File: src/rtl/uhd_map.vh
`ifndef UHD_MAP_VH
`define UHD_MAP_VH

// ----------------------------------------
// register word offsets (byte address)
// ----------------------------------------
`define UHD_CMD_OFFSET      8'h20
`define UHD_STS_OFFSET      8'h24
`define UHD_INTR_OFFSET     8'h28

// ----------------------------------------
// field positions
// ----------------------------------------
`define UHD_ITC_LSB         16
`define UHD_ITC_MSB         23
`define UHD_LRST_BIT        7
`define UHD_DOOR_BIT        6
`define UHD_ASE_BIT         5
`define UHD_IAA_BIT         5
`define UHD_ASYNC_ADVANCE_IRQ_ENABLE_BIT        5
`define UHD_HALT_BIT        12

// ----------------------------------------
// reset values and timing
// ----------------------------------------
`define UHD_ITC_RESET       8'h08
`define UHD_CLK_PERIOD_NS   10
`define UHD_UFRAME_NS       125000
`define UHD_UFRAME_CYCLES   (`UHD_UFRAME_NS / `UHD_CLK_PERIOD_NS)
`define UHD_LRST_CYCLES     16

`endif

File: src/rtl/uhd_thresh_gate.v
`timescale 1ns/1ps
`include "uhd_map.vh"
// ----------------------------------------
// interrupt threshold pacing
// ----------------------------------------
module uhd_thresh_gate
#(
    parameter UFRAME_CYCLES = `UHD_UFRAME_CYCLES
)
(
    input  wire       clk_in,
    input  wire       sys_rst_in,
    input  wire       core_rst_in,
    input  wire [7:0] itc_in,
    input  wire       pending_in,
    output reg        irq_out
);

    reg  [31:0] cyc_q;
    reg  [7:0]  uf_q;
    wire        uf_tick;
    wire [7:0]  limit;

    // reserved code 00h treated as one microframe
    assign limit   = (itc_in == 8'h00) ? 8'h01 // [RULE_11]
                                       : itc_in; // [RULE_01]
    assign uf_tick = (cyc_q == UFRAME_CYCLES - 1);

    always @(posedge clk_in or posedge sys_rst_in)
    begin
        if (sys_rst_in)
        begin
            cyc_q   <= 32'h0;
            uf_q    <= 8'h00;
            irq_out <= 1'b0;
        end
        else if (core_rst_in)
        begin
            cyc_q   <= 32'h0;
            uf_q    <= 8'h00;
            irq_out <= 1'b0;
        end
        else
        begin
            cyc_q <= uf_tick ? 32'h0 : cyc_q + 32'h1;
            if (!pending_in)
                irq_out <= 1'b0;
            if (uf_tick)
            begin
                if (uf_q + 8'h01 >= limit)
                begin
                    uf_q <= 8'h00; // [RULE_12]
                    if (pending_in)
                        irq_out <= 1'b1; // [RULE_08]
                end
                else
                begin
                    uf_q <= uf_q + 8'h01;
                end
            end
        end
    end

endmodule // uhd_thresh_gate

File: src/rtl/uhd_cmd_doorbell.v
`timescale 1ns/1ps
`include "uhd_map.vh"
// What this block does
// (RULE_01) threshold sets max irq rate: 08h/10h/20h/40h = 8/16/32/64 uframes
// (RULE_02) software changes the threshold only while the halted flag reads one.
// (RULE_03) light reset is optional; if absent its bit reads zero.
// (RULE_04) light reset bit reads one while in progress, zero when done.
// (RULE_05) light reset resets the core only, not port state or routing.
// (RULE_06) software rings the doorbell by writing one to bit 6.
// (RULE_07) after cache eviction the controller sets the async advance flag.
// (RULE_08) flag with its enable raises an irq at the next threshold boundary.
// (RULE_09) doorbell self-clears only after the advance flag is set.
// (RULE_10) software never rings the doorbell with the async schedule off.
// (RULE_11) threshold bits 23:16 reset 08h; 01h/02h/04h = 1/2/4; 00h reserved.
// (RULE_12) pending irqs release when the uframe counter hits the threshold.
module uhd_cmd_doorbell
#(
    parameter LRST_IMPL     = 1,
    parameter LRST_CYCLES   = `UHD_LRST_CYCLES,
    parameter UFRAME_CYCLES = `UHD_UFRAME_CYCLES
)
(
    input  wire        clk_in,
    input  wire        sys_rst_in,
    input  wire        wr_en_in,
    input  wire        rd_en_in,
    input  wire [7:0]  addr_in,
    input  wire [31:0] wdata_in,
    input  wire        evict_done_in,
    input  wire        halted_in,
    output reg  [31:0] rdata_out,
    output reg         evict_req_out,
    output reg         core_rst_out,
    output reg         irq_out
);

    // ----------------------------------------
    // state
    // ----------------------------------------
    reg  [7:0]  itc_q;
    reg         door_q;
    reg         ase_q;
    reg         iaa_q;
    reg         async_advance_irq_enable_q;
    reg  [15:0] lrst_cnt_q;
    reg         lrst_q;
    reg  [31:0] rdata_d;
    wire        cmd_wr;
    wire        sts_wr;
    wire        int_wr;
    wire        gate_irq;
    wire        lrst_start;
    wire        lrst_last;
    wire        core_busy;
    wire        door_ring;
    wire        flag_clr;

    // ----------------------------------------
    // address decode
    // ----------------------------------------
    // one compare shared by all write strobes
    function reg_hit;
        input [7:0] addr;
        input [7:0] offset;
        begin
            reg_hit = (addr == offset);
        end
    endfunction

    assign cmd_wr     = wr_en_in && reg_hit(addr_in, `UHD_CMD_OFFSET);
    assign sts_wr     = wr_en_in && reg_hit(addr_in, `UHD_STS_OFFSET);
    assign int_wr     = wr_en_in && reg_hit(addr_in, `UHD_INTR_OFFSET);
    assign lrst_start = cmd_wr && wdata_in[`UHD_LRST_BIT] && (LRST_IMPL != 0);
    assign lrst_last  = lrst_q && (lrst_cnt_q == 16'h0001);
    assign core_busy  = lrst_q || lrst_start;
    assign door_ring  = cmd_wr && wdata_in[`UHD_DOOR_BIT];
    assign flag_clr   = sts_wr && wdata_in[`UHD_IAA_BIT];

    // ----------------------------------------
    // light reset sequencer
    // ----------------------------------------
    // fixed length; software polls the bit, no completion interrupt
    always @(posedge clk_in or posedge sys_rst_in)
    begin
        if (sys_rst_in)
        begin
            lrst_q       <= 1'b0;
            lrst_cnt_q   <= 16'h0000;
            core_rst_out <= 1'b0;
        end
        else
        begin
            if (lrst_start)
            begin
                lrst_q     <= 1'b1; // [RULE_04]
                lrst_cnt_q <= LRST_CYCLES[15:0];
            end
            else if (lrst_q)
            begin
                lrst_cnt_q <= lrst_cnt_q - 16'h0001;
                if (lrst_last)
                    lrst_q <= 1'b0; // [RULE_04]
            end
            // core only: interrupt enable kept, ports untouched
            core_rst_out <= lrst_start || (lrst_q && !lrst_last); // [RULE_05]
        end
    end

    // ----------------------------------------
    // command register
    // ----------------------------------------
    always @(posedge clk_in or posedge sys_rst_in)
    begin
        if (sys_rst_in)
        begin
            itc_q <= `UHD_ITC_RESET; // [RULE_11]
            ase_q <= 1'b0;
        end
        else if (core_busy)
        begin
            itc_q <= `UHD_ITC_RESET; // [RULE_05]
            ase_q <= 1'b0;
        end
        else if (cmd_wr)
        begin
            // undefined unless halted; written anyway [RULE_02]
            itc_q <= wdata_in[`UHD_ITC_MSB:`UHD_ITC_LSB]; // [RULE_01]
            ase_q <= wdata_in[`UHD_ASE_BIT];
        end
    end

    // ----------------------------------------
    // doorbell and advance flag
    // ----------------------------------------
    always @(posedge clk_in or posedge sys_rst_in)
    begin
        if (sys_rst_in)
        begin
            door_q        <= 1'b0;
            iaa_q         <= 1'b0;
            evict_req_out <= 1'b0;
        end
        else if (core_busy)
        begin
            door_q        <= 1'b0; // [RULE_05]
            iaa_q         <= 1'b0;
            evict_req_out <= 1'b0;
        end
        else
        begin
            evict_req_out <= door_q && !iaa_q && !evict_done_in;
            // set wins over a same-cycle write-one-to-clear
            if (door_q && evict_done_in)
                iaa_q <= 1'b1; // [RULE_07]
            else if (flag_clr)
                iaa_q <= 1'b0;
            // a fresh ring wins; clear only once flag already visible
            if (door_ring)
                door_q <= 1'b1; // [RULE_06] [RULE_10]
            else if (door_q && iaa_q)
                door_q <= 1'b0; // [RULE_09]
        end
    end

    // ----------------------------------------
    // interrupt enable
    // ----------------------------------------
    // left alone by a light reset so the driver need not re-arm it
    always @(posedge clk_in or posedge sys_rst_in)
    begin
        if (sys_rst_in)
            async_advance_irq_enable_q <= 1'b0;
        else if (int_wr)
            async_advance_irq_enable_q <= wdata_in[`UHD_ASYNC_ADVANCE_IRQ_ENABLE_BIT];
    end

    // ----------------------------------------
    // read mux
    // ----------------------------------------
    always @*
    begin
        rdata_d = 32'h0000_0000;
        case (addr_in)
        `UHD_CMD_OFFSET:
        begin
            rdata_d[`UHD_ITC_MSB:`UHD_ITC_LSB] = itc_q;
            rdata_d[`UHD_LRST_BIT] = lrst_q && (LRST_IMPL != 0); // [RULE_03]
            rdata_d[`UHD_DOOR_BIT] = door_q;
            rdata_d[`UHD_ASE_BIT]  = ase_q;
        end
        `UHD_STS_OFFSET:
        begin
            rdata_d[`UHD_IAA_BIT]  = iaa_q;
            rdata_d[`UHD_HALT_BIT] = halted_in;
        end
        `UHD_INTR_OFFSET:
            rdata_d[`UHD_ASYNC_ADVANCE_IRQ_ENABLE_BIT] = async_advance_irq_enable_q;
        default:
            rdata_d = 32'h0000_0000;
        endcase
    end

    // held until the next read so slow software sees a stable word
    always @(posedge clk_in or posedge sys_rst_in)
    begin
        if (sys_rst_in)
            rdata_out <= 32'h0000_0000;
        else if (rd_en_in)
            rdata_out <= rdata_d;
    end

    // ----------------------------------------
    // interrupt pacing
    // ----------------------------------------
    uhd_thresh_gate
    #(
        .UFRAME_CYCLES (UFRAME_CYCLES)
    )
    u_gate
    (
        .clk_in      (clk_in),
        .sys_rst_in  (sys_rst_in),
        .core_rst_in (core_rst_out),
        .itc_in      (itc_q),
        .pending_in  (iaa_q && async_advance_irq_enable_q), // [RULE_08]
        .irq_out     (gate_irq)
    );

    // ----------------------------------------
    // interrupt output
    // ----------------------------------------
    // extra stage keeps the top output straight from a flop
    always @(posedge clk_in or posedge sys_rst_in)
    begin
        if (sys_rst_in)
            irq_out <= 1'b0;
        else
            irq_out <= gate_irq;
    end

endmodule // uhd_cmd_doorbell

File: config.mk
export PLATFORM = sky130hd
export DESIGN_NAME = uhd_cmd_doorbell
export DESIGN_NICKNAME = d
export VERILOG_FILES = /design/src/rtl/uhd_thresh_gate.v /design/src/rtl/uhd_cmd_doorbell.v
export VERILOG_INCLUDE_DIRS = /design/src /design/src/rtl
export SDC_FILE = /design/constraint.sdc
export NUM_CORES = 1
export LEC_CHECK = 0
export BUFFER_PORTS_ARGS = -buffer_cell sky130_fd_sc_hd__buf_4
export CELL_PAD_IN_SITES_DETAIL_PLACEMENT = 1
export CELL_PAD_IN_SITES_GLOBAL_PLACEMENT = 2
export CORE_UTILIZATION = 35
export DETAILED_ROUTE_END_ITERATION = 8
export GPL_ROUTABILITY_DRIVEN = 0
export MAX_ROUTING_LAYER = met4
export PLACE_DENSITY_LB_ADDON = 0.1
export SYNTH_ARGS = -nofsm -noshare
export SYNTH_HDL_FRONTEND = slang
export SYNTH_SLANG_ARGS = --single-unit
export TNS_END_PERCENT = 5
File: constraint.sdc
create_clock -name clk_in -period 3.18 [get_ports clk_in]
set_input_delay 0.636 -clock clk_in [delete_from_list [all_inputs] [get_ports clk_in]]
set_output_delay 0.636 -clock clk_in [all_outputs]
set_load 0.01 [all_outputs]
### Yosys cells after proc, flatten, opt, wreduce, memory -nomap -nowiden

Index checks and enable logic that the tools add are counted.

| storage, ports and cells | value |
|---|---|
| register bits after elaboration | 85 |
| bits of input ports | 46 |
| output and inout bits | 35 |
| logic and storage cells | 78 |

| operators by class | value |
|---|---|
| add/sub/neg operators | 3 |
| order comparisons | 1 |
| eq/ne operators | 5 |
| multiplexer cells | 31 |
| reductions and logical operators | 24 |

Operators by type and width:

| cell | number |
|---|---|
| 2-to-1 mux 32 bit | 2 |
| 2-to-1 mux 8 bit | 7 |
| adder 32 x 1 -> 32 bit (second input constant) | 1 |
| == test 32 x 14 -> 1 bit (second input constant) | 1 |
| 2-to-1 mux 16 bit | 2 |
| == test 8 x 6 -> 1 bit (second input constant) | 3 |
| 2-to-1 mux 1 bit | 18 |
| == test 16 x 1 -> 1 bit (second input constant) | 1 |
| subtractor 16 x 1 -> 16 bit (second input constant) | 1 |
| logical AND 1 bit | 13 |
| adder 8 x 1 -> 8 bit (second input constant) | 1 |
| greater-or-equal comparator 8 bit | 1 |
| zero test 8 bit | 1 |
| nonzero test 2 bit | 3 |
| nonzero test 3 bit | 2 |
| zero test 1 bit | 3 |
| case mux 1 bit (3 select lines) | 1 |
| logical OR 1 bit | 2 |
| 2-to-1 mux 2 bit | 1 |

### Logic depth before layout (Yosys ltp)

Gate-level depths: netlist (run 1).

| depth | value |
|---|---|
| depth after elaboration | 6 |
| gate-level depth with buffers | 10 |
| mapped depth without buffers | 10 |

### Modules after synthesis

A second synthesis (run 1) with hierarchy kept.

| unflattened totals | value |
|---|---|
| cell total of the unflattened synthesis | 449 |
| area, all modules | 4453.0 um2 |

By module, submodules not included:

| module | instances | cells each | area each (um2) | seq. area each (um2) |
|---|---|---|---|---|
| uhd_thresh_gate | 1 | 262 | 2373.5 | 1026.0 |
| uhd_cmd_doorbell | 1 | 187 | 2079.5 | 1077.3 |

### Worst setup path before layout (run 1)

Ideal clock, no wire load.

| timing path | value |
|---|---|
| kind | register to register |
| start point | register u_gate.uf_q[0] |
| end point | register u_gate.uf_q[1] |
| library setup time | 0.082 ns |
| data arrival time | 2.192 ns |
| required time | 3.098 ns |
| slack | 0.906 ns |
| cell stages (with the launch flop) | 11 |
| path buffers | 0 |
| clock period less this slack | 2.274 ns |
| cell sequence | dfrtp_1 > ha_1 > nand3_1 > nor3_1 > xnor2_1 > ha_1 > o21a_1 > a211oi_1 > o21ai_0 > or2_1 > o22ai_1 |

| between the ends | value |
|---|---|
| cells in the longest elaborated chain, start to end | 5 |

Ends and longest elaborated chain:

| element | line | RTL |
|---|---|---|
| from (decl) | uhd_thresh_gate.v:20 | `reg [7:0] uf_q;` |
| from (signal assigned) | uhd_thresh_gate.v:58 | `uf_q <= uf_q + 8'h01;` |
| adder 8 x 1 -> 8 bit * | uhd_thresh_gate.v:50, uhd_thresh_gate.v:58 |  |
| greater-or-equal comparator 8 bit | uhd_thresh_gate.v:50 | `if (uf_q + 8'h01 >= limit)` |
| 2-to-1 mux 8 bit * | uhd_thresh_gate.v:50 |  |
| 2-to-1 mux 8 bit * | uhd_thresh_gate.v:48 | `if (uf_tick)` |
| 2-to-1 mux 8 bit * | uhd_thresh_gate.v:37 | `else if (core_rst_in)` |

Every way passes the cells marked *; elsewhere a longest branch is shown, timed or not. The select of a mux whose other input is x is not followed.
A chain may end at the register's enable or synchronous reset.

### Final worst setup path (run 1)

| timing path | value |
|---|---|
| start point | register u_gate.uf_q[0] |
| end point | register u_gate.uf_q[2] |

Same word-level chain as after synthesis.

==> results by stage, run 1 <==
Power and ir drop:
- The static power due to leakage is ~2.2 nW.
- For this design the ratio of total power to cell area is around 500 nW/um^2.
- The total power draw is between 2 and 3 mW.
- VDD sags by at most around 0.0002 V.

Clock tree:
- The longest clock path from root to sink contains 2 buffers.
- The hold-fix buffer count after cts is 0.
- The clock drives 84 sinks.
- The maximum level of the CTS H-tree is 3.
- After clock tree synthesis, the clock-pin slew on the worst setup and hold paths is 0.06 ns.
- Counting the buffers created by CTS gives 9.
- CTS placed an instance of sky130_fd_sc_hd__clkbuf_16 at the clock tree root.
- The total of cells resized after clock tree synthesis is 0.
- The clock reaches the later pin of the worst-skew pair after around 0.34 ns.
- The CTS tree is done.
- The post-CTS setup repair buffer count is 0.

Critical path:
- On the worst path, the slowest cell contributes a delay of approximately 0.44 ns.
- Counting both buffers and inverters, the worst setup path holds a total of 0.
- The required time of the critical path is ~3.5 ns.
- The slowest cell on the critical path is sky130_fd_sc_hd__dfrtp_1.
- The worst setup path is launched from a flop.
- The largest delay contributor family on the critical path is compound AO/OA/AOI/OAI gates.
- The maximum fanout along the worst path is 6.
- The signal on the critical path passes through ha_1 -> nand3_1 -> nor3_1 -> xnor2_1 -> ha_1 -> o21a_1 -> a211oi_1 -> o21ai_0 -> nor2_2 -> a22o_1.
- In this design, the critical path's most frequently occurring cell is sky130_fd_sc_hd__ha_1.
- STA classifies the critical path endpoint as a flop.
- The worst setup path category is reg -> reg.
- The critical path data arrival time is about 2.9 ns.

Worst hold path:
- The class of the worst hold path is reg -> reg.

Synth:
- After synthesis, the share of cell area in mux cells is 0.00723.
- The share of flip-flops with an asynchronous set or reset after synthesis is 1.00.
- Each instance of the synthesized netlist takes up on average around 10 um^2.
- The synthesized netlist occupies a cell area of 4320 um^2.
- Of the total synthesized cell area, the portion taken by XOR and XNOR cells is 0.0972.
- The register bit count reported by yosys is 84.
- During synthesis, Yosys emitted a total of 0 warnings.
- By area, the combinational part of the netlist is dominated by simple AND/OR/NAND/NOR gates.
- The sequential cell area fraction in the yosys report is 0.486.
- Synthesis produced between 400 and 500 cells.
- The complex-gate fraction of the synthesized area is 0.0906.
- The number of synthesized flops with an enable pin is 0.
- The predominant post-synthesis flop cell is sky130_fd_sc_hd__dfrtp_1.
- Yosys mapped the design onto between 50 and 60 distinct sky130hd cell types.
- Of the total synthesized cell area, the portion taken by AND, OR, NAND and NOR gates is 0.216.
- Of the total synthesized cell area, the portion taken by full adders, half adders and majority gates is 0.0347.

Layout:
- The register area is approximately 2100 um^2.
- The number of fillers in the final layout is approximately 1400.
- In the final layout, the multi-input gates occupy ~2000 um^2.
- At the end of the flow, the number of nets in the layout was ~530.
- The number of antenna diodes in the final layout is 0.
- The final cell count without fillers is just over 600.
- Once layout is done, the placed cells without fillers occupy about 5000 um^2.
- Once layout is complete, the utilization of the core stands at 0.418.
- Of the cells placed in the final design, the portion with a size suffix greater than 1 is 0.152.
- The area growth from synthesis to final layout is 16.1%.

Timing:
- The worst path in the final design needs a cycle of about 2.6 ns, including I/O delays and setup.
- The final-report max-slew violation count is 0.
- The final-layout setup total negative slack is 0 ns.
- Setup repair after global routing left no endpoint under its margin.
- The largest clock skew in the final design is ~0.0078 ns.
- The fraction of the cycle the final worst path needs is 0.818.
- The fmax is roughly 0.38 GHz.
- The transition time at the pin with the least slew margin is ~0.75 ns.
- Setup violations remaining at the end of the flow were counted as 0.
- The hold violation count in the final report came to 0.
- The relative slew slack is 0.502.

Run:
- The number of max-cap violations is 0.

Placed design:
- The HPWL after detailed placement is slightly below 7 mm.
- Input and output buffers added on the ports amount to 39.
- The cell count after placement is about 600.
- After detailed placement, the total cell area comes to 4740 um^2.

Detailed routing:
- The first detailed-routing pass took 4 iterations.
- The total via count after detailed routing is around 3200.
- The detail route stage leaves a number of antenna-violating nets equal to 0.
- After detailed routing, the average wire length per cell comes to around 16 um.
- The count of routing violations after the opening detailed-route iteration is 121.
- The number of DRC violations after detailed routing is 0.
- The routed design has 9.61 mm of wire.
- Using the TritonRoute via totals, the vias-per-cell ratio works out to about 5.

Floorplanning:
- The die width is 113 um.
- The top-level I/O count is 81.
- The row count is 40.
- The starting utilization of the core area is 0.360.
- The core region is between 10000 and 15000 um^2.
- In this run the vertical extent of the chip is 113 um.
- The die area is 12800 um^2.

Global routing:
- The first global-routing pass estimated roughly 17 mm of wire.
- The global-route usage over all layers is 0.172.
- The number of global-route vias before repair is ~3300.
- The number of antenna violations at the first check in global routing is 0.
- Entering global routing, the biggest net connects 45 pins.
- The total overflow left after global routing is 0.

Status:
- The run finished with clean final reports.
layout make-up:
cell class,count,share of cell area
Tap cell,147,0.0366
Clock buffer,12,0.0511
Inverter,23,0.0174
Multi-Input combinational cell,305,0.401
Sequential cell,84,0.419
Timing Repair Buffer,45,0.0698
Clock inverter,4,0.00499
worst reg2reg max path, cell delays in order (launching register included):
cell                       delay [ns]
sky130_fd_sc_hd__dfrtp_1         0.44
sky130_fd_sc_hd__ha_1            0.25
sky130_fd_sc_hd__nand3_1         0.14
sky130_fd_sc_hd__nor3_1          0.21
sky130_fd_sc_hd__xnor2_1         0.18
sky130_fd_sc_hd__ha_1            0.28
sky130_fd_sc_hd__o21a_1          0.19
sky130_fd_sc_hd__a211oi_1        0.21
sky130_fd_sc_hd__o21ai_0         0.19
sky130_fd_sc_hd__nor2_2          0.29
sky130_fd_sc_hd__a22o_1          0.18
through the flow:
stage	hold WS [ns]	setup slack (ns)
6_report	0.381	0.578
5_1_grt	0.393	0.262
4_1_cts	0.384	0.546
3_5_place_dp	0.370	0.570
3_3_place_gp	0.368	0.584
2_1_floorplan	0.354	0.381
report_power, final:
part	leakage [nW]	total (mW)	internal [mW]	switching, mW
clock network	0.135	0.993	0.569	0.424
logic	1.01	0.275	0.120	0.156
registers	1.08	1.24	1.14	0.0947
routing by layer:
| metal | track usage | vias to the layer above | wire, um |
|---|---|---|---|
| li1 | - | 1540 | - |
| met1 | 0.230 | 1595 | 4760 |
| met2 | 0.258 | 45 | 4440 |
| met3 | 0.0289 | 10 | 256 |
| met4 | 0.0737 | 0 | 157 |
| met5 | - | - | 0 |
registers in the layout, summed over array words and instances, names as in the netlist, 8 cells and up:
signal	count
rdata_out	12
u_gate.cyc_q	32
lrst_cnt_q	16
itc_q	8
u_gate.uf_q	8
cell usage after synthesis, types with 2 or more instances:
cell type / count / area share
sky130_fd_sc_hd__nor2_1: 53 / 0.046
sky130_fd_sc_hd__a211o_1: 2 / 0.0041
sky130_fd_sc_hd__or3_1: 4 / 0.0058
sky130_fd_sc_hd__o21ai_0: 9 / 0.010
sky130_fd_sc_hd__buf_2: 7 / 0.0081
sky130_fd_sc_hd__a21oi_1: 4 / 0.0046
sky130_fd_sc_hd__and3_1: 6 / 0.0087
sky130_fd_sc_hd__nor3_1: 15 / 0.017
sky130_fd_sc_hd__ha_1: 12 / 0.035
sky130_fd_sc_hd__and4_1: 8 / 0.016
sky130_fd_sc_hd__xor2_1: 17 / 0.034
sky130_fd_sc_hd__mux2i_1: 2 / 0.0046
sky130_fd_sc_hd__nand4_1: 13 / 0.019
sky130_fd_sc_hd__a22o_1: 19 / 0.038
sky130_fd_sc_hd__nand2_1: 13 / 0.011
sky130_fd_sc_hd__buf_4: 20 / 0.035
sky130_fd_sc_hd__clkbuf_1: 4 / 0.0035
sky130_fd_sc_hd__nand2b_1: 4 / 0.0058
sky130_fd_sc_hd__nor2b_1: 4 / 0.0058
sky130_fd_sc_hd__a22oi_1: 2 / 0.0035
sky130_fd_sc_hd__dfrtp_1: 83 / 0.48
sky130_fd_sc_hd__nand3b_1: 2 / 0.0035
sky130_fd_sc_hd__nand3_1: 19 / 0.022
sky130_fd_sc_hd__nand4b_1: 2 / 0.0041
sky130_fd_sc_hd__xnor2_1: 31 / 0.063
sky130_fd_sc_hd__inv_1: 22 / 0.019
sky130_fd_sc_hd__a211oi_1: 3 / 0.0052
sky130_fd_sc_hd__and2_1: 3 / 0.0043
sky130_fd_sc_hd__o2bb2ai_1: 5 / 0.010
sky130_fd_sc_hd__nor4_1: 16 / 0.023
cells in the final DEF (no fill, tap or decap), types with 9 or more instances in the layout:
cell / instances
sky130_fd_sc_hd__nand2_1: 13
sky130_fd_sc_hd__inv_1: 21
sky130_fd_sc_hd__clkbuf_16: 9
sky130_fd_sc_hd__o21ai_0: 9
sky130_fd_sc_hd__nor4_1: 16
sky130_fd_sc_hd__a22o_1: 19
sky130_fd_sc_hd__nor2_1: 53
sky130_fd_sc_hd__nand4_1: 13
sky130_fd_sc_hd__buf_4: 44
sky130_fd_sc_hd__xnor2_1: 31
sky130_fd_sc_hd__conb_1: 20
sky130_fd_sc_hd__dfrtp_1: 83
sky130_fd_sc_hd__nor3_1: 15
sky130_fd_sc_hd__ha_1: 12
sky130_fd_sc_hd__nand3_1: 19
sky130_fd_sc_hd__xor2_1: 17
logic make-up after synthesis:
group | after synthesis
multiplexers | 3
buffers and inverters | 55
other | 1
flip-flops | 84
AND/OR/NAND/NOR | 171
adder cells (fa/ha/maj) | 12
AO/OA/AOI/OAI | 51
XOR/XNOR | 48
final timing paths:
path                                startpoint               end  slack (ns)  cells past startpoint
worst max-delay path            u_gate.uf_q[0]    u_gate.uf_q[2]        0.58                     10
worst min-delay path            u_gate.irq_out           irq_out        0.38                      0
worst max register to register  u_gate.uf_q[0]    u_gate.uf_q[2]        0.58                     10
worst min register to register  u_gate.irq_out           irq_out        0.38                      0
max in group asynchronous           sys_rst_in          itc_q[3]        2.04                      3
min in group asynchronous           sys_rst_in  u_gate.cyc_q[26]        0.40                      2
Power figures use the tool's default switching activity.
==> run 2: changes to the inputs <==
==> constraint.sdc (replaced) <==
create_clock -name clk_in -period 2.5 [get_ports clk_in]
set_input_delay 0.5 -clock clk_in [delete_from_list [all_inputs] [get_ports clk_in]]
set_output_delay 0.5 -clock clk_in [all_outputs]
set_load 0.01 [all_outputs]
==> run 2 against run 1 <==
Against the previous run: final area grew 4.1%; sequential power grew 27%; maximum frequency grew 9.5%; flip-flop and latch count is the same; largest power group unchanged.
==> results by stage, run 2 (synthesis gave the netlist of run 1 again) <==
Timing:
- The relative slew slack is 0.586 (+0.0845).
- The largest clock skew in the final design came to 0.00548 ns (-0.00230 ns).
- The final-layout setup total negative slack is 0 ns (unchanged).
- The fraction of the cycle the final worst path needs was 0.950 (+0.132).
- The number of setup violations in the final report is 0 (unchanged).
- The final-report max-slew violation count was 0 (unchanged).
- The hold violation count in the final report came to 0 (unchanged).
- The transition time at the pin with the least slew margin is 0.618 ns (-0.128 ns).
- The shortest period the worst path allows came to 2.38 ns (-0.226 ns).
- The fmax came to 0.421 GHz (+9.5%).

Global routing:
- The wire length of the first global-routing pass is 16.9 mm (+1.2%).
- The global-route usage over all layers is 0.176 (+0.00372).
- The number of antenna violations at the first check in global routing is 0 (unchanged).
- The number of global-route vias before repair came to 3285 (-0.27%).
- The global-route congestion overflow total came to 0 (unchanged).
- The pin count of the biggest net entering global routing is 85 (+89%).

Layout:
- In the final layout, the registers with the most flip-flops are u_gate.cyc_q: 32 flops, lrst_cnt_q: 16 flops, rdata_out: 12 flops.
- The total number of nets in the final design is 537 (+2.1%).
- In the layout the commonest cells are 82 x sky130_fd_sc_hd__dfrtp_1, 55 x sky130_fd_sc_hd__buf_4, 53 x sky130_fd_sc_hd__nor2_1, 29 x sky130_fd_sc_hd__xnor2_1, 21 x sky130_fd_sc_hd__inv_1.
- u_gate.cyc_q holds more flip-flops than any other register.
- The share of cells above drive strength 1 came to 0.196 (+0.0441).
- The post-route standard cell area excluding fillers is 5220 um^2 (+4.1%).
- Leaving out fill and tap cells, the most frequent cell in the layout is sky130_fd_sc_hd__dfrtp_1.
- The number of diodes added for antenna fixing was 0 (unchanged).
- The flip-flop count of the largest register after layout came to 32 (unchanged).
- Compared with the post-synthesis result, the final layout area differs by 20.8%.

Floorplanning:
- The die area is 12800 um^2 (unchanged).
- The die extent in y came to 113 um (unchanged).
- The starting utilization of the core area was 0.360 (unchanged).
- The area of the placeable core is 12000 um^2 (unchanged).
- The row count is 40 (unchanged).
- The die width is 113 um (unchanged).
- The top-level I/O count came to 81 (unchanged).

Critical path:
- The critical path goes through and3_4 -> nand3_4 -> xnor2_4 -> ha_4 -> a211o_1 -> a211oi_2 -> o21ai_2 -> or2_1 -> o22ai_2.
- The endpoint of the lowest-slack register-to-register path is u_gate.uf_q[1].
- The startpoint identified for the worst register-to-register timing path is u_gate.uf_q[0].
- The combined buffer and inverter count along the critical path is 0 (unchanged).
- The slowest cell on the critical path is sky130_fd_sc_hd__dfrtp_1.
- The peak per-stage delay on the critical path is 0.43 ns (about the same).
- The required time of the critical path is 2.76 ns (-0.70 ns).
- The slack of the worst reg-to-reg path was 0.12 ns (-0.45 ns).
- The number of cells traversed by the worst register-to-register path is 9 (-1).
- The maximum fanout along the worst path is 4 (-2).
- The worst setup path is captured at a flop.
- The largest delay contributor family on the critical path is compound AO/OA/AOI/OAI gates.
- The type of origin of the critical path is a flop.
- By startpoint and endpoint, the worst setup path is classified as reg -> reg.
- The critical path data arrival time is 2.63 ns (-0.25 ns).

Power and ir drop:
- The net switching power figure came to 859 uW (+27%).
- The worst voltage drop across the vdd grid is 0.000239 V (+22%).
- The switching fraction of total power is 0.269 (about the same).
- The power density of the placed cells came to 611 nW/um^2 (+22%).
- The cell-internal power was 2.33 mW (+27%).
- The power share of the clock group is 0.394 (-0.002).
- The combinational fraction of design power came to 0.112 (+0.002).
- The register share of total power is 0.494 (about the same).
- The static power due to leakage was 2.31 nW (+4.0%).

Worst hold path:
- The path class of the tightest hold or removal check is in -> async.

Clock tree:
- The maximum level of the CTS H-tree is 3 (unchanged).
- The tree is rooted in a sky130_fd_sc_hd__clkbuf_16.
- The hold-fix buffer count after cts is 0 (unchanged).
- The sink count of the clock tree came to 84 (unchanged).
- The clock transition at the register clock pins on the worst setup and hold paths after CTS came to 0.06 ns (about the same).
- The CTS tree is done.
- The clock latency of the later-clocked register in the worst-skew pair is 0.34 ns (about the same).
- The worst-case clock buffer depth came to 2 (unchanged).
- The clock buffer count from CTS came to 9 (unchanged).

Detailed routing:
- The total wire length is 10.1 mm (+5.0%).
- The number of DRC violations after detailed routing was 0 (unchanged).
- The count of routing violations after the opening detailed-route iteration is 142 (+17%).
- The average routed wire per standard cell came to 16.0 um (+3.2%).
- The post-route antenna net violation count is 0 (unchanged).
- The first-pass iteration count of the detailed router was 4 (unchanged).
- The total via count after detailed routing is 3251 (+1.9%).
- The detailed-route vias per instance was 5.15 (+0.14%).

Placed design:
- The detailed-placement wirelength estimate is 6.91 mm (+0.73%).
- The area after detailed placement is 4790 um^2 (+1.0%).
- The port buffer count was 39 (unchanged).

Status:
- The flow ran to the end, and the final reports show no timing, DRC or antenna violations.

Run:
- The number of max-cap violations is 0 (unchanged).
-- run 2: cell types whose count changed in the layout (fill, tap and decap cells not counted), moves of 2 or more --
cell	change
sky130_fd_sc_hd__ha_1	-3
sky130_fd_sc_hd__nor3_1	-2
sky130_fd_sc_hd__ha_4	+3
sky130_fd_sc_hd__clkbuf_1	+2
sky130_fd_sc_hd__nand3_1	-2
sky130_fd_sc_hd__o21ai_0	-2
sky130_fd_sc_hd__buf_4	+11
sky130_fd_sc_hd__nand3_4	+2
sky130_fd_sc_hd__xnor2_1	-2
-- run 2: per-stage QoR --
step	hold slack [ns]	util	std cells	power (mW)	setup WS (ns)
2_1_floorplan	0.354	-	444	1.84	0.226
3_3_place_gp	0.362	0.398	610	1.95	0.0508
3_5_place_dp	0.364	0.398	610	1.97	-0.0372
4_1_cts	0.311	0.423	628	3.24	0.0383
5_1_grt	0.310	0.435	631	3.36	-0.0258
6_report	0.264	0.435	631	3.19	0.124
-- run 2: how the worst max path moves through the flow --
stage	cells after the start	endpoint	start
finish	9	u_gate.uf_q[1]	u_gate.uf_q[0]
global route	9	u_gate.uf_q[0]	u_gate.uf_q[0]
CTS	11	u_gate.uf_q[2]	u_gate.uf_q[1]
detailed placement	10	u_gate.uf_q[2]	u_gate.uf_q[1]
global placement	10	u_gate.uf_q[2]	u_gate.uf_q[0]
floorplan	10	u_gate.uf_q[1]	u_gate.uf_q[0]
-- run 2: worst reg2reg max path, cell delays in order, from the launching register on --
cell,delay [ns]
sky130_fd_sc_hd__dfrtp_1,0.43
sky130_fd_sc_hd__and3_4,0.22
sky130_fd_sc_hd__nand3_4,0.11
sky130_fd_sc_hd__xnor2_4,0.23
sky130_fd_sc_hd__ha_4,0.23
sky130_fd_sc_hd__a211o_1,0.32
sky130_fd_sc_hd__a211oi_2,0.25
sky130_fd_sc_hd__o21ai_2,0.10
sky130_fd_sc_hd__or2_1,0.27
sky130_fd_sc_hd__o22ai_2,0.13
-- run 2: layout make-up --
type / instances / area (um^2)
fill: 1359 / 6790
multi-input combinational: 305 / 2140
sequential: 84 / 2100
timing repair buffer: 56 / 433
clock buffer: 14 / 264
tap: 147 / 184
inverter: 23 / 90.1
clock inverter: 2 / 10.0
-- run 2: repair_timing --
item / CTS / global route
buffers inserted: 2 / 3
resized for setup: 1 / 21
pin swaps: 1 / 12
setup endpoints to repair: 7 / 8
-- run 2: power by group through the flow --
stage,clock network [mW],logic (mW),registers [mW]
2_1_floorplan,0,0.275,1.56
3_3_place_gp,0,0.353,1.60
3_5_place_dp,0,0.364,1.60
4_1_cts,1.29,0.367,1.58
5_1_grt,1.35,0.419,1.59
6_report,1.26,0.358,1.58
-- run 2: metal layers --
metal	routed length [um]	vias to the layer above	track usage
met5	0	-	-
met4	215	0	0.0868
met3	222	14	0.0257
met2	4680	43	0.261
met1	4980	1625	0.236
li1	-	1569	-
==> run 3: changes to the inputs <==
--- a/config.mk
+++ b/config.mk
@@ -9,6 +9,7 @@
 export BUFFER_PORTS_ARGS = -buffer_cell sky130_fd_sc_hd__buf_4
 export CELL_PAD_IN_SITES_DETAIL_PLACEMENT = 1
 export CELL_PAD_IN_SITES_GLOBAL_PLACEMENT = 2
+export CORE_MARGIN = 2
 export CORE_UTILIZATION = 35
 export DETAILED_ROUTE_END_ITERATION = 8
 export GPL_ROUTABILITY_DRIVEN = 0
==> run 3 against run 2 <==
Against the previous run: sequential share of layout area is 0.61 points higher; die area is 3.6% higher; cell count stayed put; final area is 1.6% lower; global-route usage is 0.43 points lower; maximum frequency is 0.13% lower; power is 2.2% higher; register-to-register slack hardly changed; critical path depth is 2 higher; worst hold slack worse by 0.097 ns.
==> results by stage, run 3 (synthesis gave the netlist of run 1 again) <==
Detailed routing:
- The count of routing violations after the opening detailed-route iteration is 140 (-1.4%).
- The total wire length is 10.1 mm (+0.53%).
- The first-pass iteration count of the detailed router came to 4 (unchanged).
- The post-route antenna net violation count is 0 (unchanged).
- The detailed-route vias per instance came to 5.08 (-1.4%).
- The number of DRC violations after detailed routing is 0 (unchanged).
- The total via count after detailed routing is 3206 (-1.4%).
- The average routed wire per standard cell is 16.1 um (+0.53%).

Layout:
- The register area is 2100 um^2 (about the same).
- The total number of nets in the final design was 537 (unchanged).
- Ranked by flip-flop count, first place goes to u_gate.cyc_q.
- The area growth from synthesis to layout is 18.9%.
- The share of cells above drive strength 1 came to 0.182 (-0.0145).
- The number of diodes added for antenna fixing came to 0 (unchanged).
- In the final layout, the registers with the most flip-flops are u_gate.cyc_q: 32 flops, lrst_cnt_q: 16 flops, rdata_out: 12 flops.
- The number of fillers in the final layout is 1362 (+0.22%).
- The area of the multi-input gates is 2040 um^2 (-4.7%).
- The leading cell type in the layout, fill and taps excluded is sky130_fd_sc_hd__dfrtp_1.
- In the layout the commonest cells are 83 x sky130_fd_sc_hd__dfrtp_1, 55 x sky130_fd_sc_hd__buf_4, 53 x sky130_fd_sc_hd__nor2_1, 30 x sky130_fd_sc_hd__xnor2_1, 21 x sky130_fd_sc_hd__inv_1.
- The post-route standard cell area excluding fillers is 5140 um^2 (-1.6%).
- The flip-flop count of the largest register after layout is 32 (unchanged).

Critical path:
- The critical path goes through and3_1 -> nand3_1 -> nor3_2 -> xnor2_1 -> ha_1 -> and4_1 -> o21ai_0 -> o21ai_1 -> nor2_2 -> buf_4 -> a22o_1.
- The maximum fanout along the worst path is 6 (+2).
- The beginning of the worst register-to-register path is u_gate.uf_q[4].
- The peak per-stage delay on the critical path came to 0.39 ns (-0.04 ns).
- The number of cells traversed by the worst register-to-register path is 11 (+2).
- Grouping stages by cell kind, the critical path spends the most delay in simple AND/OR/NAND/NOR gates.
- STA classifies the critical path endpoint as a flop.
- The endpoint of the lowest-slack register-to-register path is u_gate.uf_q[2].
- The slack of the worst reg-to-reg path came to 0.12 ns (about the same).
- The critical path data arrival time is 2.61 ns (-0.02 ns).
- The worst setup path category is reg -> reg.
- The type of origin of the critical path is a flop.
- The required time of the critical path is 2.73 ns (-0.03 ns).
- The combined buffer and inverter count along the critical path is 1 (+1).
- The slowest stage of the critical path belongs to the cell sky130_fd_sc_hd__dfrtp_1.

Placed design:
- The area after detailed placement is 4800 um^2 (+0.31%).
- The detailed-placement wirelength estimate is 7.27 mm (+5.3%).
- The port buffer count is 39 (unchanged).
- The worst slack at placement was 0.00312 ns (+0.0403 ns).

Global routing:
- The wire length of the first global-routing pass came to 17.3 mm (+2.3%).
- The number of global-route vias before repair is 3415 (+4.0%).
- The pin count of the biggest net entering global routing came to 46 (-46%).
- The global-route congestion overflow total is 0 (unchanged).
- The number of antenna violations at the first check in global routing came to 0 (unchanged).
- The global-route usage over all layers came to 0.172 (-0.00427).

Timing:
- The largest clock skew in the final design is 0.00412 ns (-0.00136 ns).
- Setup repair after global routing could not meet its margin everywhere.
- The setup slack of the critical path after layout is 0.121 ns (-0.00314 ns).
- The final-report max-slew violation count is 0 (unchanged).
- The number of setup violations in the final report is 0 (unchanged).
- The transition time at the pin with the least slew margin is 0.667 ns (+0.0486 ns).
- The hold violation count in the final report is 0 (unchanged).
- The shortest period the worst path allows is 2.38 ns (+0.00314 ns).
- The fraction of the cycle the final worst path needs is 0.952 (+0.00126).
- The fmax is 0.420 GHz (-0.13%).
- The relative slew slack was 0.554 (-0.0325).
- The smallest hold slack is 0.167 ns (-0.0965 ns).

Floorplanning:
- The die extent in y came to 115 um (+1.8%).
- The starting utilization of the core area came to 0.360 (unchanged).
- The die width is 115 um (+1.8%).
- The area of the placeable core is 12000 um^2 (unchanged).
- The top-level I/O count is 81 (unchanged).
- The die area is 13300 um^2 (+3.6%).
- The row count came to 40 (unchanged).

Clock tree:
- TritonCTS built the clock tree.
- The maximum level of the CTS H-tree came to 3 (unchanged).
- The hold-fix buffer count after cts is 0 (unchanged).
- In this run the clock root is driven by a sky130_fd_sc_hd__clkbuf_16.
- The worst-case clock buffer depth is 2 (unchanged).
- The clock latency of the later-clocked register in the worst-skew pair is 0.34 ns (about the same).
- The clock buffer count from CTS is 9 (unchanged).
- The sink count of the clock tree is 84 (unchanged).
- The clock transition at the register clock pins on the worst setup and hold paths after CTS is 0.06 ns (about the same).

Power and ir drop:
- The power density of the placed cells was 635 nW/um^2 (+3.8%).
- The static power due to leakage is 2.29 nW (-0.87%).
- The total power draw came to 3.26 mW (+2.2%).
- The worst voltage drop across the vdd grid is 0.000281 V (+18%).

Worst hold path:
- The class of the worst hold path is in -> async.

Run:
- The number of max-cap violations was 0 (unchanged).

Status:
- The flow ran to the end, and the final reports show no timing, DRC or antenna violations.
## run 3: cell type report
type	instances	area share
Sequential cell	84	0.409
Multi-Input combinational cell	305	0.396
Timing Repair Buffer	56	0.0842
Clock buffer	10	0.0445
Tap cell	147	0.0358
Inverter	23	0.0175
Clock inverter	6	0.0127
## run 3: stage by stage
stage               setup TNS [ns]  instances  utilization
floorplan                        0        444            -
global placement                 0        612        0.400
detailed placement               0        612        0.400
CTS                              0        629        0.425
global route               -0.0695        631        0.428
finish                           0        631        0.428
## run 3: worst register-to-register path: stages, from the launching register on
cell                      delay (ns)
sky130_fd_sc_hd__dfrtp_1        0.39
sky130_fd_sc_hd__and3_1         0.17
sky130_fd_sc_hd__nand3_1        0.14
sky130_fd_sc_hd__nor3_2         0.18
sky130_fd_sc_hd__xnor2_1        0.14
sky130_fd_sc_hd__ha_1           0.31
sky130_fd_sc_hd__and4_1         0.19
sky130_fd_sc_hd__o21ai_0        0.11
sky130_fd_sc_hd__o21ai_1        0.22
sky130_fd_sc_hd__nor2_2         0.06
sky130_fd_sc_hd__buf_4          0.16
sky130_fd_sc_hd__a22o_1         0.19
## run 3: per-layer routing
layer / GRT usage / part of all wire / routed length, um
met3: 0.0274 / 0.029 / 290
met4: 0.0683 / 0.017 / 174
met5: - / 0 / 0
met1: 0.227 / 0.49 / 4980
met2: 0.265 / 0.46 / 4700
## run 3: timing repair
| action | CTS | global route |
|---|---|---|
| pin swaps | 1 | 1 |
| buffers inserted | 1 | 2 |
| gates resized for setup | 0 | 6 |
| cloned | 0 | 0 |
| setup endpoints to repair | 6 | 8 |
## run 3: worst max path at each step
stage / start / endpoint / slack [ns] / cells after the start
final: u_gate.uf_q[4] / u_gate.uf_q[2] / 0.12 / 11
after global routing: u_gate.uf_q[1] / u_gate.uf_q[2] / -0.07 / 11
after CTS: u_gate.uf_q[1] / u_gate.uf_q[2] / 0.008 / 11
after detailed placement: u_gate.uf_q[1] / u_gate.uf_q[4] / 0.003 / 10
after global placement: u_gate.uf_q[0] / u_gate.uf_q[2] / 0.06 / 10
after floorplan: u_gate.uf_q[0] / u_gate.uf_q[1] / 0.23 / 10
## run 3: where the power goes
part	switching [mW]	internal (mW)	leakage, nW	total (mW)
Combinational	0.203	0.155	1.07	0.358
Sequential	0.122	1.45	1.08	1.58
Clock	0.556	0.774	0.142	1.33
Total	0.880	2.38	2.29	3.26
